<file path="config.mk">
export PLATFORM = sky130hd
export DESIGN_NAME = lciau_instruction_access_unit
export DESIGN_NICKNAME = d
export VERILOG_FILES = /design/src/rtl/lciau_pkg.sv /design/src/rtl/lciau_blink_if.sv /design/src/rtl/lciau_blink_timer.sv /design/src/rtl/lciau_instruction_access_unit.sv
export SDC_FILE = /design/constraint.sdc
export NUM_CORES = 2
export LEC_CHECK = 0
export BUFFER_PORTS_ARGS = -buffer_cell sky130_fd_sc_hd__buf_2
export CAP_MARGIN = 25
export CORE_MARGIN = 5
export CORE_UTILIZATION = 41
export CTS_BUF_LIST = sky130_fd_sc_hd__clkbuf_16
export CTS_CLUSTER_DIAMETER = 120
export CTS_CLUSTER_SIZE = 24
export DETAILED_ROUTE_END_ITERATION = 6
export MAX_ROUTING_LAYER = met4
export PLACE_DENSITY = 0.56
export SYNTH_ARGS = -nofsm -noshare
export SYNTH_HDL_FRONTEND = slang
export SYNTH_SLANG_ARGS = --single-unit
</file>
<file path="constraint.sdc">
create_clock -name clk -period 14.25 [get_ports clk]
set_input_delay 0 -clock clk [delete_from_list [all_inputs] [get_ports clk]]
set_output_delay 0 -clock clk [all_outputs]
set_load 0.02 [all_outputs]
</file>
<file path="src/rtl/lciau_pkg.sv">
package lciau_pkg;

  // Clock and timing.
  localparam int  CLK_HZ        = 10_000_000;
  localparam int  CLK_NS        = 100;
  localparam real BLINK_SMALL_MS = 409.6;
  localparam real BLINK_LARGE_MS = 614.4;
  localparam int  BLINK_SMALL_CYC = int'(BLINK_SMALL_MS * CLK_HZ / 1000.0);
  localparam int  BLINK_LARGE_CYC = int'(BLINK_LARGE_MS * CLK_HZ / 1000.0);
  localparam int  BUSY_NS       = 1000;
  localparam int  LINE_NS       = 20000;
  localparam int  BUSY_CYC      = (BUSY_NS + CLK_NS - 1) / CLK_NS;
  localparam int  LINE_CYC      = (LINE_NS + CLK_NS - 1) / CLK_NS;
  localparam int  BUSY_W        = 8;
  localparam int  LINE_W        = 12;

  // Widths and memory sizes.
  localparam int DATA_W   = 8;
  localparam int DD_DEPTH = 160;
  localparam int CG_DEPTH = 32;
  localparam int CG_AW    = 5;
  localparam int UL_BIT   = 8;
  localparam logic [7:0] DD_LINE_LEN = 8'h28;
  localparam logic [7:0] LINE_STRIDE = 8'h40;
  localparam logic [7:0] RST_AC      = 8'h00;

  // Register select codes on the two select lines.
  localparam logic [1:0] SEL_INSTR = 2'h0;
  localparam logic [1:0] SEL_DATA  = 2'h1;
  localparam logic [1:0] SEL_ADDR  = 2'h2;
  localparam logic [1:0] SEL_STAT  = 2'h3;

  // Instruction opcode bits, highest set bit wins.
  localparam int OP_DC = 7;
  localparam int OP_FS = 6;
  localparam int OP_CG = 5;
  localparam int OP_MV = 4;
  localparam int OP_EM = 3;

  // Field positions inside instructions.
  localparam int DC_ON  = 6;
  localparam int DC_CUR = 5;
  localparam int DC_BLK = 4;
  localparam int DC_UC  = 3;
  localparam int DC_UB  = 2;
  localparam int FS_N   = 5;
  localparam int FS_F1  = 3;
  localparam int MV_SC  = 3;
  localparam int MV_UD  = 2;
  localparam int MV_D2  = 1;
  localparam int MV_D1  = 0;
  localparam int EM_ID  = 2;
  localparam int EM_S   = 1;
  localparam int EM_AO  = 0;

  typedef enum logic {LCIAU_IDLE, LCIAU_BUSY} lciau_state_t;

  // Whole control state of the instruction unit.
  typedef struct packed {
    lciau_state_t        state;
    logic [BUSY_W-1:0]   busy_cnt;
    logic [LINE_W-1:0]   line_cnt;
    logic [1:0]          pend_line;
    logic [1:0]          start_line;
    logic                display_on;
    logic                cursor_on;
    logic                cursor_blink;
    logic                underline_cursor;
    logic                underline_blink;
    logic                font_large;
    logic                four_line;
    logic                inc;
    logic                shift_en;
    logic                cg_enable;
    logic                counter_target;
    logic [7:0]          ac;
    logic [7:0]          rd_buf;
    logic [7:0]          ul_buf;
    logic [7:0]          dout;
    logic                shl;
    logic                shr;
  } lciau_ctrl_t;

endpackage : lciau_pkg

</file>
<file path="src/rtl/lciau_blink_if.sv">
`timescale 1ns/10ps
// Carries the blink request and the blink phase between the unit and its timer.
interface lciau_blink_if;
  logic enable;
  logic large_font;
  logic phase;
  modport timer (input enable, input large_font, output phase);
  modport user  (output enable, output large_font, input phase);
endinterface : lciau_blink_if

</file>
<file path="src/rtl/lciau_blink_timer.sv">
`timescale 1ns/10ps
module lciau_blink_timer #(
  parameter int SMALL_CYC = lciau_pkg::BLINK_SMALL_CYC,
  parameter int LARGE_CYC = lciau_pkg::BLINK_LARGE_CYC
) (
  // Clock and reset.
  input wire logic clk,
  input wire logic rstn,
  // Blink control and phase.
  lciau_blink_if.timer bl
);
  import lciau_pkg::*;

  logic [31:0] count;
  logic [31:0] next_count;
  logic        phase;
  logic        next_phase;
  logic [31:0] limit;

  ////////////////////////////////////////////////////////////////////////////
  // The half period follows the font; stopping the blink returns to normal.
  always_comb begin
    limit      = bl.large_font ? 32'(LARGE_CYC - 1) : 32'(SMALL_CYC - 1);
    next_count = count + 32'h1;
    next_phase = phase;
    if (!bl.enable) begin
      next_count = 32'h0;
      next_phase = 1'b0;
    end else if (count >= limit) begin
      next_count = 32'h0;
      next_phase = ~phase;
    end
  end

  // Registers the timer state.
  always_ff @(posedge clk or negedge rstn) begin
    if (!rstn) begin
      count <= 32'h0;
      phase <= 1'b0;
    end else begin
      count <= next_count;
      phase <= next_phase;
    end
  end

  assign bl.phase = phase;

endmodule : lciau_blink_timer

</file>
<file path="src/rtl/lciau_instruction_access_unit.sv">
// Functional notes
// Cursor shown while cursor bit high.
// Cursor blink alternates, period set by font.
// All four display attributes combine freely.
// Underline at cursor while underline bit high.
// Underline blink blinks the underlined character.
// Data write stores eight bits to target.
// Write steps address, shifts display if enabled.
// Address set loads counter, targets display RAM.
// Host keeps display addresses inside valid ranges.
// Underline read: bit 7 underline, low seven data.
// First underline read invalid, then valid.
// Underline read steps address, never shifts.
// Data read returns eight bits from target.
// Host sets address right before data reads.
// Cursor shift makes first display read valid.
// Data read steps address, never shifts.
// Address read returns shared address counter.
// Busy one ignores instructions, hides low bits.
// Host polls busy one before each instruction.
// Busy two mirrors busy one except start line.
// Newer start line replaces pending one.
// Idle status shows target and mode bits.
// Entry direction bit picks increment or decrement.
// Select lines and direction choose access kind.
`timescale 1ns/10ps
module lciau_instruction_access_unit #(
  parameter int BLINK_SMALL_CYCLES = lciau_pkg::BLINK_SMALL_CYC,
  parameter int BLINK_LARGE_CYCLES = lciau_pkg::BLINK_LARGE_CYC
) (
  // Clock and reset.
  input  wire logic                           clk,
  input  wire logic                           rstn,
  // Host parallel bus pins.
  input  wire logic                           register_select_hi,
  input  wire logic                           register_select_lo,
  input  wire logic                           rw_read,
  input  wire logic                           strobe,
  input  wire logic [lciau_pkg::DATA_W-1:0]   db_in,
  output logic      [lciau_pkg::DATA_W-1:0]   db_out,
  output logic                                db_oe,
  // Busy indications.
  output logic                                busy_one_flag,
  output logic                                busy_two_flag,
  // Display attributes toward the LCD timing logic.
  output logic                                display_on,
  output logic                                cursor_visible,
  output logic                                cursor_all_dots,
  output logic                                underline_visible,
  output logic                                underline_char_off,
  output logic [7:0]                          cursor_addr,
  output logic [1:0]                          start_line,
  output logic                                four_line_mode,
  output logic                                large_font,
  output logic                                display_shift_left,
  output logic                                display_shift_right
);
  import lciau_pkg::*;

  ////////////////////////////////////////////////////////////////////////////
  // Pin synchronisers and strobe edge detect.

  logic [11:0] pin_meta;
  logic [11:0] pin_sync;
  logic        strobe_last;
  logic        take;
  logic        rd;
  logic [1:0]  sel;
  logic [7:0]  wd;

  // Two flops for every pin before any logic looks at it.
  always_ff @(posedge clk or negedge rstn) begin
    if (!rstn) begin
      pin_meta    <= 12'h000;
      pin_sync    <= 12'h000;
      strobe_last <= 1'b0;
    end else begin
      pin_meta    <= {strobe, rw_read, register_select_hi, register_select_lo, db_in};
      pin_sync    <= pin_meta;
      strobe_last <= pin_sync[11];
    end
  end

  // An access is taken once, on the rising edge of the synced strobe.
  assign take = pin_sync[11] & ~strobe_last;
  assign rd   = pin_sync[10];
  assign sel  = pin_sync[9:8];
  assign wd   = pin_sync[7:0];

  ////////////////////////////////////////////////////////////////////////////
  // Character memories.

  logic [8:0]       ddram [DD_DEPTH];
  logic [7:0]       cgram [CG_DEPTH];
  logic             we_dd;
  logic             we_cg;
  logic [7:0]       w_idx;
  logic [8:0]       w_word;

  // Maps a line/column address onto the packed display memory.
  function automatic logic [7:0] dd_index(input logic [7:0] a);
    logic [7:0] line;
    line = {6'h00, a[7:6]};
    dd_index = 8'(line * DD_LINE_LEN + {2'h0, a[5:0]});
  endfunction : dd_index

  // Columns beyond the line length are holes the host never addresses.
  function automatic logic dd_valid(input logic [7:0] a);
    dd_valid = ({2'h0, a[5:0]} < DD_LINE_LEN);
  endfunction : dd_valid

  // Reads the word at an address in the selected memory.
  function automatic logic [8:0] ram_word(input logic [7:0] a, input logic cg);
    ram_word = 9'h000;
    if (cg) begin
      ram_word = {1'b0, cgram[a[CG_AW-1:0]]};
    end else if (dd_valid(a)) begin
      ram_word = ddram[dd_index(a)];
    end
  endfunction : ram_word

  // Steps the address by one; the character memory wraps on its own width.
  function automatic logic [7:0] step(input logic [7:0] a, input logic up, input logic cg);
    logic [7:0] s;
    s = up ? a + 8'h01 : a - 8'h01;
    step = cg ? {3'h0, s[CG_AW-1:0]} : s;
  endfunction : step

  ////////////////////////////////////////////////////////////////////////////
  // Instruction execution.

  lciau_ctrl_t c;
  lciau_ctrl_t n;
  logic [7:0]  status;
  logic [7:0]  nxt;
  logic [7:0]  mv;
  logic [8:0]  cur_word;

  // Status word; the low six bits read zero while busy one is high.
  always_comb begin
    status = {busy_one_flag, busy_two_flag, 6'h00};
    if (c.state == LCIAU_IDLE) begin
      status[5:0] = {c.counter_target, c.inc, c.shift_en, c.cg_enable,
                     c.display_on, c.underline_cursor | c.underline_blink};
    end
  end

  // Computes the next control state and any memory write.
  always_comb begin
    n      = c;
    n.shl  = 1'b0;
    n.shr  = 1'b0;
    we_dd  = 1'b0;
    we_cg  = 1'b0;
    w_idx  = 8'h00;
    w_word = 9'h000;
    nxt    = step(c.ac, c.inc, c.counter_target);
    mv     = 8'h00;
    cur_word = ram_word(c.ac, c.counter_target);
    // Busy one counts down the execution time of the last instruction.
    if (c.state == LCIAU_BUSY) begin
      n.busy_cnt = c.busy_cnt - BUSY_W'(1);
      if (c.busy_cnt == BUSY_W'(1)) begin
        n.state = LCIAU_IDLE;
      end
    end
    // Start line revision finishes by applying the newest value.
    if (c.line_cnt != '0) begin
      n.line_cnt = c.line_cnt - LINE_W'(1);
      if (c.line_cnt == LINE_W'(1)) begin
        n.start_line = c.pend_line;
      end
    end
    if (take && rd && sel == SEL_STAT) begin
      n.dout = status;
    end else if (take && c.state == LCIAU_IDLE) begin
      n.state    = LCIAU_BUSY;
      n.busy_cnt = BUSY_W'(BUSY_CYC);
      case ({rd, sel})
        {1'b0, SEL_INSTR}: begin
          if (wd[OP_DC]) begin
            n.display_on       = wd[DC_ON];
            n.cursor_on        = wd[DC_CUR];
            n.cursor_blink     = wd[DC_BLK];
            n.underline_cursor = wd[DC_UC];
            n.underline_blink  = wd[DC_UB];
          end else if (wd[OP_FS]) begin
            n.four_line  = wd[FS_N];
            n.font_large = wd[FS_F1];
          end else if (wd[OP_CG]) begin
            n.ac             = {3'h0, wd[CG_AW-1:0]};
            n.counter_target = 1'b1;
            n.rd_buf         = 8'(ram_word({3'h0, wd[CG_AW-1:0]}, 1'b1));
          end else if (wd[OP_MV]) begin
            if (!wd[MV_SC]) begin
              // Cursor shift; a fresh prefetch keeps the next read valid.
              if (!wd[MV_UD]) begin
                mv = step(c.ac, wd[MV_D2], c.counter_target);
              end else begin
                mv = wd[MV_D2] ? c.ac - LINE_STRIDE : c.ac + LINE_STRIDE;
              end
              n.ac     = mv;
              n.rd_buf = 8'(ram_word(mv, c.counter_target));
            end else if (!wd[MV_UD]) begin
              n.shr = wd[MV_D2];
              n.shl = ~wd[MV_D2];
            end else begin
              // A newer start line restarts the revision and wins.
              n.pend_line = c.four_line ? {wd[MV_D2], wd[MV_D1]} : {1'b0, wd[MV_D1]};
              n.line_cnt  = LINE_W'(LINE_CYC);
            end
          end else if (wd[OP_EM]) begin
            n.inc       = wd[EM_ID];
            n.shift_en  = wd[EM_S];
            n.cg_enable = wd[EM_AO];
          end
        end
        {1'b0, SEL_DATA}: begin
          // The stored underline bit follows the underline setting.
          if (c.counter_target) begin
            we_cg = 1'b1;
            w_idx = {3'h0, c.ac[CG_AW-1:0]};
          end else begin
            we_dd = dd_valid(c.ac);
            w_idx = dd_index(c.ac);
          end
          w_word = {c.underline_cursor, wd};
          n.ac   = nxt;
          if (!c.counter_target && c.shift_en) begin
            n.shl = c.inc;
            n.shr = ~c.inc;
          end
        end
        {1'b1, SEL_INSTR}: begin
          // Returns the word fetched by the previous read, so the first one is stale.
          n.dout   = c.ul_buf;
          n.ac     = nxt;
          n.ul_buf = {cur_word[UL_BIT], cur_word[6:0]};
        end
        {1'b1, SEL_DATA}: begin
          n.dout   = c.rd_buf;
          n.ac     = nxt;
          n.rd_buf = 8'(ram_word(nxt, c.counter_target));
        end
        {1'b0, SEL_ADDR}: begin
          n.ac             = wd;
          n.counter_target = 1'b0;
          n.rd_buf         = 8'(ram_word(wd, 1'b0));
        end
        {1'b1, SEL_ADDR}: begin
          n.dout = c.ac;
        end
        default: begin
          n.state    = c.state;
          n.busy_cnt = c.busy_cnt;
        end
      endcase
    end
  end

  // Registers the control state; reset sets increment mode and the reset address.
  always_ff @(posedge clk or negedge rstn) begin
    if (!rstn) begin
      c      <= '0;
      c.inc  <= 1'b1;
      c.ac   <= RST_AC;
      c.state <= LCIAU_IDLE;
    end else begin
      c <= n;
    end
  end

  // Memory writes carry no reset.
  always_ff @(posedge clk) begin
    if (we_dd) begin
      ddram[w_idx] <= w_word;
    end
    if (we_cg) begin
      cgram[w_idx[CG_AW-1:0]] <= w_word[7:0];
    end
  end

  ////////////////////////////////////////////////////////////////////////////
  // Blink timer and display attributes.

  lciau_blink_if blink ();

  // One timer serves both blinks so they stay in step.
  assign blink.enable     = c.cursor_blink | c.underline_blink;
  assign blink.large_font = c.font_large;

  lciau_blink_timer #(
    .SMALL_CYC (BLINK_SMALL_CYCLES),
    .LARGE_CYC (BLINK_LARGE_CYCLES)
  ) u_blink (
    .clk  (clk),
    .rstn (rstn),
    .bl   (blink)
  );
  logic [4:0] attr;
  logic [4:0] next_attr;

  // Each attribute is decoded on its own so any mix is possible.
  always_comb begin
    next_attr[0] = c.display_on;
    next_attr[1] = c.display_on & c.cursor_on;
    next_attr[2] = c.display_on & c.cursor_blink & blink.phase;
    next_attr[3] = c.display_on & c.underline_cursor;
    next_attr[4] = c.display_on & c.underline_blink & blink.phase;
  end

  // Registers the attributes toward the display side.
  always_ff @(posedge clk or negedge rstn) begin
    if (!rstn) begin
      attr <= 5'h00;
    end else begin
      attr <= next_attr;
    end
  end

  ////////////////////////////////////////////////////////////////////////////
  // Outputs.

  // Busy two stays up through a start line revision.
  assign busy_one_flag       = (c.state == LCIAU_BUSY);
  assign busy_two_flag       = busy_one_flag | (c.line_cnt != '0);
  assign db_out              = c.dout;
  assign db_oe               = strobe_last & rd;
  assign display_on          = attr[0];
  assign cursor_visible      = attr[1];
  assign cursor_all_dots     = attr[2];
  assign underline_visible   = attr[3];
  assign underline_char_off  = attr[4];
  assign cursor_addr         = c.ac;
  assign start_line          = c.start_line;
  assign four_line_mode      = c.four_line;
  assign large_font          = c.font_large;
  assign display_shift_left  = c.shl;
  assign display_shift_right = c.shr;
endmodule : lciau_instruction_access_unit

</file>
Word-level counts from Yosys, hierarchy flattened
Memory sizes are Yosys's and may differ from the RTL's.
Cells that the tools add are included.

word-level totals
  flip-flop bits (word level) = 133
  bits in writable memories = 1696
  input port bits = 14
  output and inout port bits = 30
  memories = 2

cells by class
  add/subtract/negate cells = 11
  multipliers = 4
  magnitude comparators = 5
  eq/ne operators = 15
  multiplexer cells = 81
  bitwise operators = 21
  reductions and logical operators = 24

memory list
  memory  depth  bits a word  rd ports  clocked after Yosys merged registers in  wr ports  RTL line                             source
  ddram   160    9            4         0                                        1         lciau_instruction_access_unit.sv:93  logic [8:0] ddram [DD_DEPTH];
  cgram   32     8            4         0                                        1         lciau_instruction_access_unit.sv:94  logic [7:0] cgram [CG_DEPTH];

operator list
  kind                     number
  $mux W8                  24
  $mux W14                 7
  $pmux W8 S3              3
  $mux W23                 3
  $mux W32                 2
  $mux W9                  7
  $mux W16                 3
  $mux W17                 2
  $add A32 B1 Y32 const B  1
  $add A8 B6 Y8            4
  $ge A32 B32 Y1           1
  $lt A6 B6 Y1 const B     4
  $mul A2 B3 Y5 const B    4
  $mux W2                  9
  $mux W1                  16
  $sub A8 B1 Y8 const B    2
  $reduce_and A7 Y1        2
  $eq A12 B1 Y1 const B    1
  $mux W12                 1
  $reduce_bool A12 Y1      1
  $sub A12 B1 Y12 const B  1
  $mux W10                 1
  $not A1 Y1               10
  $eq A3 B3 Y1 const B     3
  other kinds (29)         49

Depth between registers and ports, before layout
An unclocked memory read counts as a cell.

  depth in word-level cells = 23
  mapped depth = 28

By module
Synthesis repeated with hierarchy kept, for this count alone.

second synthesis, totals
  cell total of the unflattened synthesis = 7218
  area total of the unflattened synthesis = 109717.7 µm²

modules (own cells, without submodules)
  module                         times used  cells each  area each (µm²)
  lciau_instruction_access_unit  1           7073        108123.7
  lciau_blink_timer              1           145         1594.0

Worst setup path after synthesis
No wires, ideal clock.

  path type = flip-flop to flip-flop
  from = register pin_sync[2]
  to = memory cgram[0][2] (data pin)
  library setup time = 2.162 ns
  data arrival time = 11.829 ns
  required time = 12.088 ns
  slack = 0.259 ns
  stages on the path, launching flop included = 8
  path buffers = 5
  cells stage by stage = dfrtp_1 buf_6 clkbuf_1 inv_2 buf_1 clkbuf_1 clkbuf_1 nor4_1

on the way
  longest elaborated chain between the ends = 3

RTL lines
  item                    RTL line                              source
  start, declared         lciau_instruction_access_unit.sv:64   logic [11:0] pin_sync;
  start signal, assigned  lciau_instruction_access_unit.sv:79   pin_sync <= pin_meta;
  $mux W9                 lciau_instruction_access_unit.sv:179  case ({rd, sel})
  $mux W9                 lciau_instruction_access_unit.sv:176  end else if (take && c.state == LCIAU_IDLE) begin
  $mux W9                 lciau_instruction_access_unit.sv:174  if (take && rd && sel == SEL_STAT) begin
  net w_word[2]           lciau_instruction_access_unit.sv:98   logic [8:0] w_word;
  end, declared           lciau_instruction_access_unit.sv:94

The timed path passes the listed nets, and every way through them passes these cells.

Worst setup path in the final report
  from = register c, in the netlist cursor_addr[0]
  to = register c[18] (netlist name)

on the way
  longest elaborated chain between the ends = 23
  elaborated cells on any way between the ends = 36

RTL lines
  item                                            RTL line                              source
  start, declared                                 lciau_instruction_access_unit.sv:132  lciau_ctrl_t c;
  start signal, assigned                          lciau_instruction_access_unit.sv:269  c <= n;
  $sub A8 B1 Y8 or $add A8 B1 Y8 (tied branches)  lciau_instruction_access_unit.sv:125  s = up ? a + 8'h01 : a - 8'h01;
  $mux W8                                         lciau_instruction_access_unit.sv:125
  $mux W8                                         lciau_instruction_access_unit.sv:126  step = cg ? {3'h0, s[CG_AW-1:0]} : s;
  $mux W8                                         lciau_instruction_access_unit.sv:197  if (!wd[MV_UD]) begin
  $mux W8                                         lciau_instruction_access_unit.sv:195  if (!wd[MV_SC]) begin
  $mux W8                                         lciau_instruction_access_unit.sv:194  end else if (wd[OP_MV]) begin
  $mux W8                                         lciau_instruction_access_unit.sv:190  end else if (wd[OP_CG]) begin
  $mux W8                                         lciau_instruction_access_unit.sv:187  end else if (wd[OP_FS]) begin
  [... 7 more ...]                                n/a
  $mux W8                                         lciau_instruction_access_unit.sv:117  end else if (dd_valid(a)) begin
  $mux W8                                         lciau_instruction_access_unit.sv:115  if (cg) begin
  $mux W16                                        lciau_instruction_access_unit.sv:195
  $mux W16                                        lciau_instruction_access_unit.sv:194
  $mux W16                                        lciau_instruction_access_unit.sv:190
  $mux W17                                        lciau_instruction_access_unit.sv:187
  $mux W17                                        lciau_instruction_access_unit.sv:181  if (wd[OP_DC]) begin
  $pmux W8 S3 *                                   lciau_instruction_access_unit.sv:179

Mark *: on every way between the ends. The rest lies on a longest branch, timed or not. The select of a mux whose other input is x is not followed.
A chain may end at the register's enable or synchronous reset.

==> run metrics <==
Crit Path Max Fanout=51; CP Capture Type=flop; Worst Tran Pin Value=1320 ps; clk buf depth=3; Top FF cell, synth=edfxtp_1; io pins=44; fin crit period=7510 ps; layout cell share with drive strength beyond 1=0.262; syn_area_per_cell=~15 um2; Core ar.=267000 um2; CP max-delay cell=nor3_1; CP Data Required Time=15020 ps; area share of the largest cell type after synthesis=0.463; CTS H-tree depth=3; Finished Core Util=0.442; Final setup violation count=0; Synth top cells by count=edfxtp_1 (1696), mux4_2 (1244), nand2_1 (726), mux2i_1 (639), nor2_1 (367); DR vias=82400; Max Cap Violations=0; hold crit path type=input port to async pin; headroom to the max-slew limit=0.113; top-count cell post-synth=edfxtp_1; FF+latch count, synth=~1800; first-pass GRT wire length=667000 um; Pwr per Cell Area=251 nW/um2; TritonCTS buffer count=89; Synth Cell Area=around 110000 um2; Syn Inst Count=7537; Die Span Y=about 530 um; status=complete, but fails checks; final WL=about 490000 um; Initial Util=0.411; CP top delay family=simple AND/OR/NAND/NOR gates; Clock transition at path regs=approximately 120 ps; Vias/cell=between 7 and 8; VDD IR max=0.314 mV; Synth area leaders=edfxtp_1 (46%), mux4_2 (25%), mux2i_1 (5.8%); number of global-route vias before repair=77300; Max stage delay on crit path=approximately 940 ps; CP Buf/Inv Count=4; Reg2Reg Setup Slack=6740 ps; hpwl dp=326000 um; CTS sink count=1829; CTS tree=done; nets=between 7000 and 8000; Pleak=a little under 40 nW; die width=528 um; Fin Clk Skew=101 ps; Worst Path Arrival=~8300 ps; sequential area share after synthesis=0.494; Hold Fails Final Rpt=0; later-pin clock latency in the skew report=840 ps; Final Max Slew Viols=0; Root Buffer Master=clkbuf_16; cell taking the most area after synthesis=edfxtp_1; Syn. warnings=0; num rows=190; GRT overflow=0; CP startpoint kind=flop; post-route ant nets=0; Final period util=0.527; DR WL/cell=44.2 um; initial antenna violation count=39; IO Port Bufs=43; TNS Setup=0 ps; Fillers=roughly 24000; post-cts resize count=0; die area=279000 um2; DR DRC count=6; failing checks=DRC; DR iter-0 viols=13900; FFs w/ async S/R, synth=0.0727; Crit Path Class=flop to flop; GRT Total Usage=0.354; library cells used by synthesis=94; EDFF count, synth=1696; CP cell instances=inv_8 -> ha_1 -> nand4_1 -> xnor2_1 -> nor2_1 -> a211oi_1 -> ha_1 -> inv_1 -> fa_2 -> buf_4 -> nor2_4 -> buf_4 -> nand2_1 -> nor3_1 -> nor4_1 -> nand3_1 -> nor3_1 -> o311a_1 -> o32ai_2 -> o221ai_2; largest net degree at the start of global routing=109; RSZ-0062 raised after global routing=false; Max Freq=133 MHz; RD Place Congestion=1.03; Area Overhead vs Synth=7.57%; iteration count of the initial detailed-routing pass=7
## worst min-delay path, stage by stage
cell and delay (ps):
dlygate4sd3_1 520, dlygate4sd3_1 570, buf_6 140, buf_16 310
## kinds of logic after synthesis
group | synth area share
XOR/XNOR | 0.00532
buffers and inverters | 0.0319
adder cells (fa/ha/maj) | 0.00380
multiplexers | 0.317
flip-flops | 0.494
AO/OA/AOI/OAI | 0.0799
AND/OR/NAND/NOR | 0.0688
other | 0.0000341
## per-stage QoR
step | worst slack (ps) | cell area, um2 | hold WS [ps] | instances | power, W
6_report | 6740 | 118000 | 344 | 11100 | 0.0297
3_5_place_dp | 6960 | 115000 | 44.1 | 10900 | 0.0256
4_1_cts | 6950 | 118000 | 301 | 11000 | 0.0286
2_1_floorplan | 259 | 110000 | -296 | 7544 | 0.0171
5_1_grt | 6570 | 118000 | 368 | 11100 | 0.0298
3_3_place_gp | 7060 | 115000 | 38.7 | 10800 | 0.0255
## registers in the layout (all words and copies together) (netlist names)
signal / cells
db_out: 8
strobe_last: 1
display_shift_right: 1
c: 47
ddram: 1440
cursor_addr: 8
cgram: 256
u_blink.bl.phase: 1
four_line_mode: 1
large_font: 1
attr: 5
pin_sync: 12
display_shift_left: 1
busy_one_flag: 1
pin_meta: 12
start_line: 2
u_blink.count: 32
## cells in the final DEF (no fill, tap or decap), types with 17 or more instances in the layout
| master | Yosys | layout |
|---|---|---|
| a2111oi_0 | 25 | 20 |
| mux4_2 | 1244 | 1244 |
| dfrtp_1 | 132 | 126 |
| nand2_1 | 726 | 724 |
| nor2_2 | 0 | 32 |
| buf_4 | 94 | 374 |
| o311ai_0 | 26 | 20 |
| and3_1 | 34 | 34 |
| inv_1 | 32 | 65 |
| or3_1 | 23 | 23 |
| a211oi_1 | 43 | 43 |
| buf_2 | 249 | 44 |
| mux2i_1 | 639 | 638 |
| xnor2_1 | 38 | 31 |
| a311oi_1 | 23 | 23 |
| a22oi_1 | 30 | 30 |
| a31oi_1 | 58 | 58 |
| a32oi_1 | 27 | 27 |
| a21oi_1 | 309 | 307 |
| nor4_1 | 26 | 22 |
| o21ai_1 | 18 | 17 |
| a221oi_1 | 24 | 24 |
| o22ai_1 | 148 | 148 |
| o221ai_1 | 254 | 254 |
| ha_1 | 27 | 24 |
| diode_2 | 0 | 47 |
| clkbuf_16 | 0 | 93 |
| nor2_1 | 367 | 333 |
| xor2_1 | 25 | 19 |
| edfxtp_1 | 1696 | 1696 |
| and2_1 | 24 | 18 |
| nor3_1 | 151 | 146 |
| nand3_1 | 252 | 252 |
| mux2_2 | 34 | 34 |
| o211ai_1 | 18 | 18 |
| nand4_1 | 37 | 37 |
| dlygate4sd3_1 | 0 | 26 |
| o21ai_0 | 109 | 109 |
## power by group
group	internal [W]	switching (W)
Clock	0.00120	0.00186
Sequential	0.00586	0.000194
Combinational	0.00641	0.0142
## final timing paths
path,cells past startpoint,start,to
worst max-delay path,20,cursor_addr[0],c[18]
worst min-delay path,4,rstn,u_blink.count[22]
worst max register to register,20,cursor_addr[0],c[18]
worst min register to register,0,pin_meta[9],pin_sync[9]
max in group asynchronous,4,rstn,pin_sync[1]
min in group clk,0,pin_meta[9],pin_sync[9]
## metal layers
metal / GRT usage / vias up / wire, um
met5: - / - / 0
met4: 0.180 / 0 / 33100
met3: 0.103 / 1257 / 65000
met2: 0.513 / 6879 / 215000
met1: 0.454 / 43000 / 178000
li1: - / 31300 / -
## cell type report
type	instances	area, um2	share of cell area
diodes	47	118	0.000995
repair buffers	492	4000	0.0338
flip-flops and latches	1829	54300	0.459
multi-input cells	4996	52700	0.445
clock inverters	45	248	0.00210
well taps	3552	4440	0.0376
inverters	43	176	0.00149
clock buffers	93	2330	0.0197
## what timing repair did
item	in CTS	in global routing
endpoints found under the setup margin	0	0
hold buffers	27	0
endpoints found under the hold margin	103	0
buffers inserted	0	0
Power figures use the tool's default switching activity.
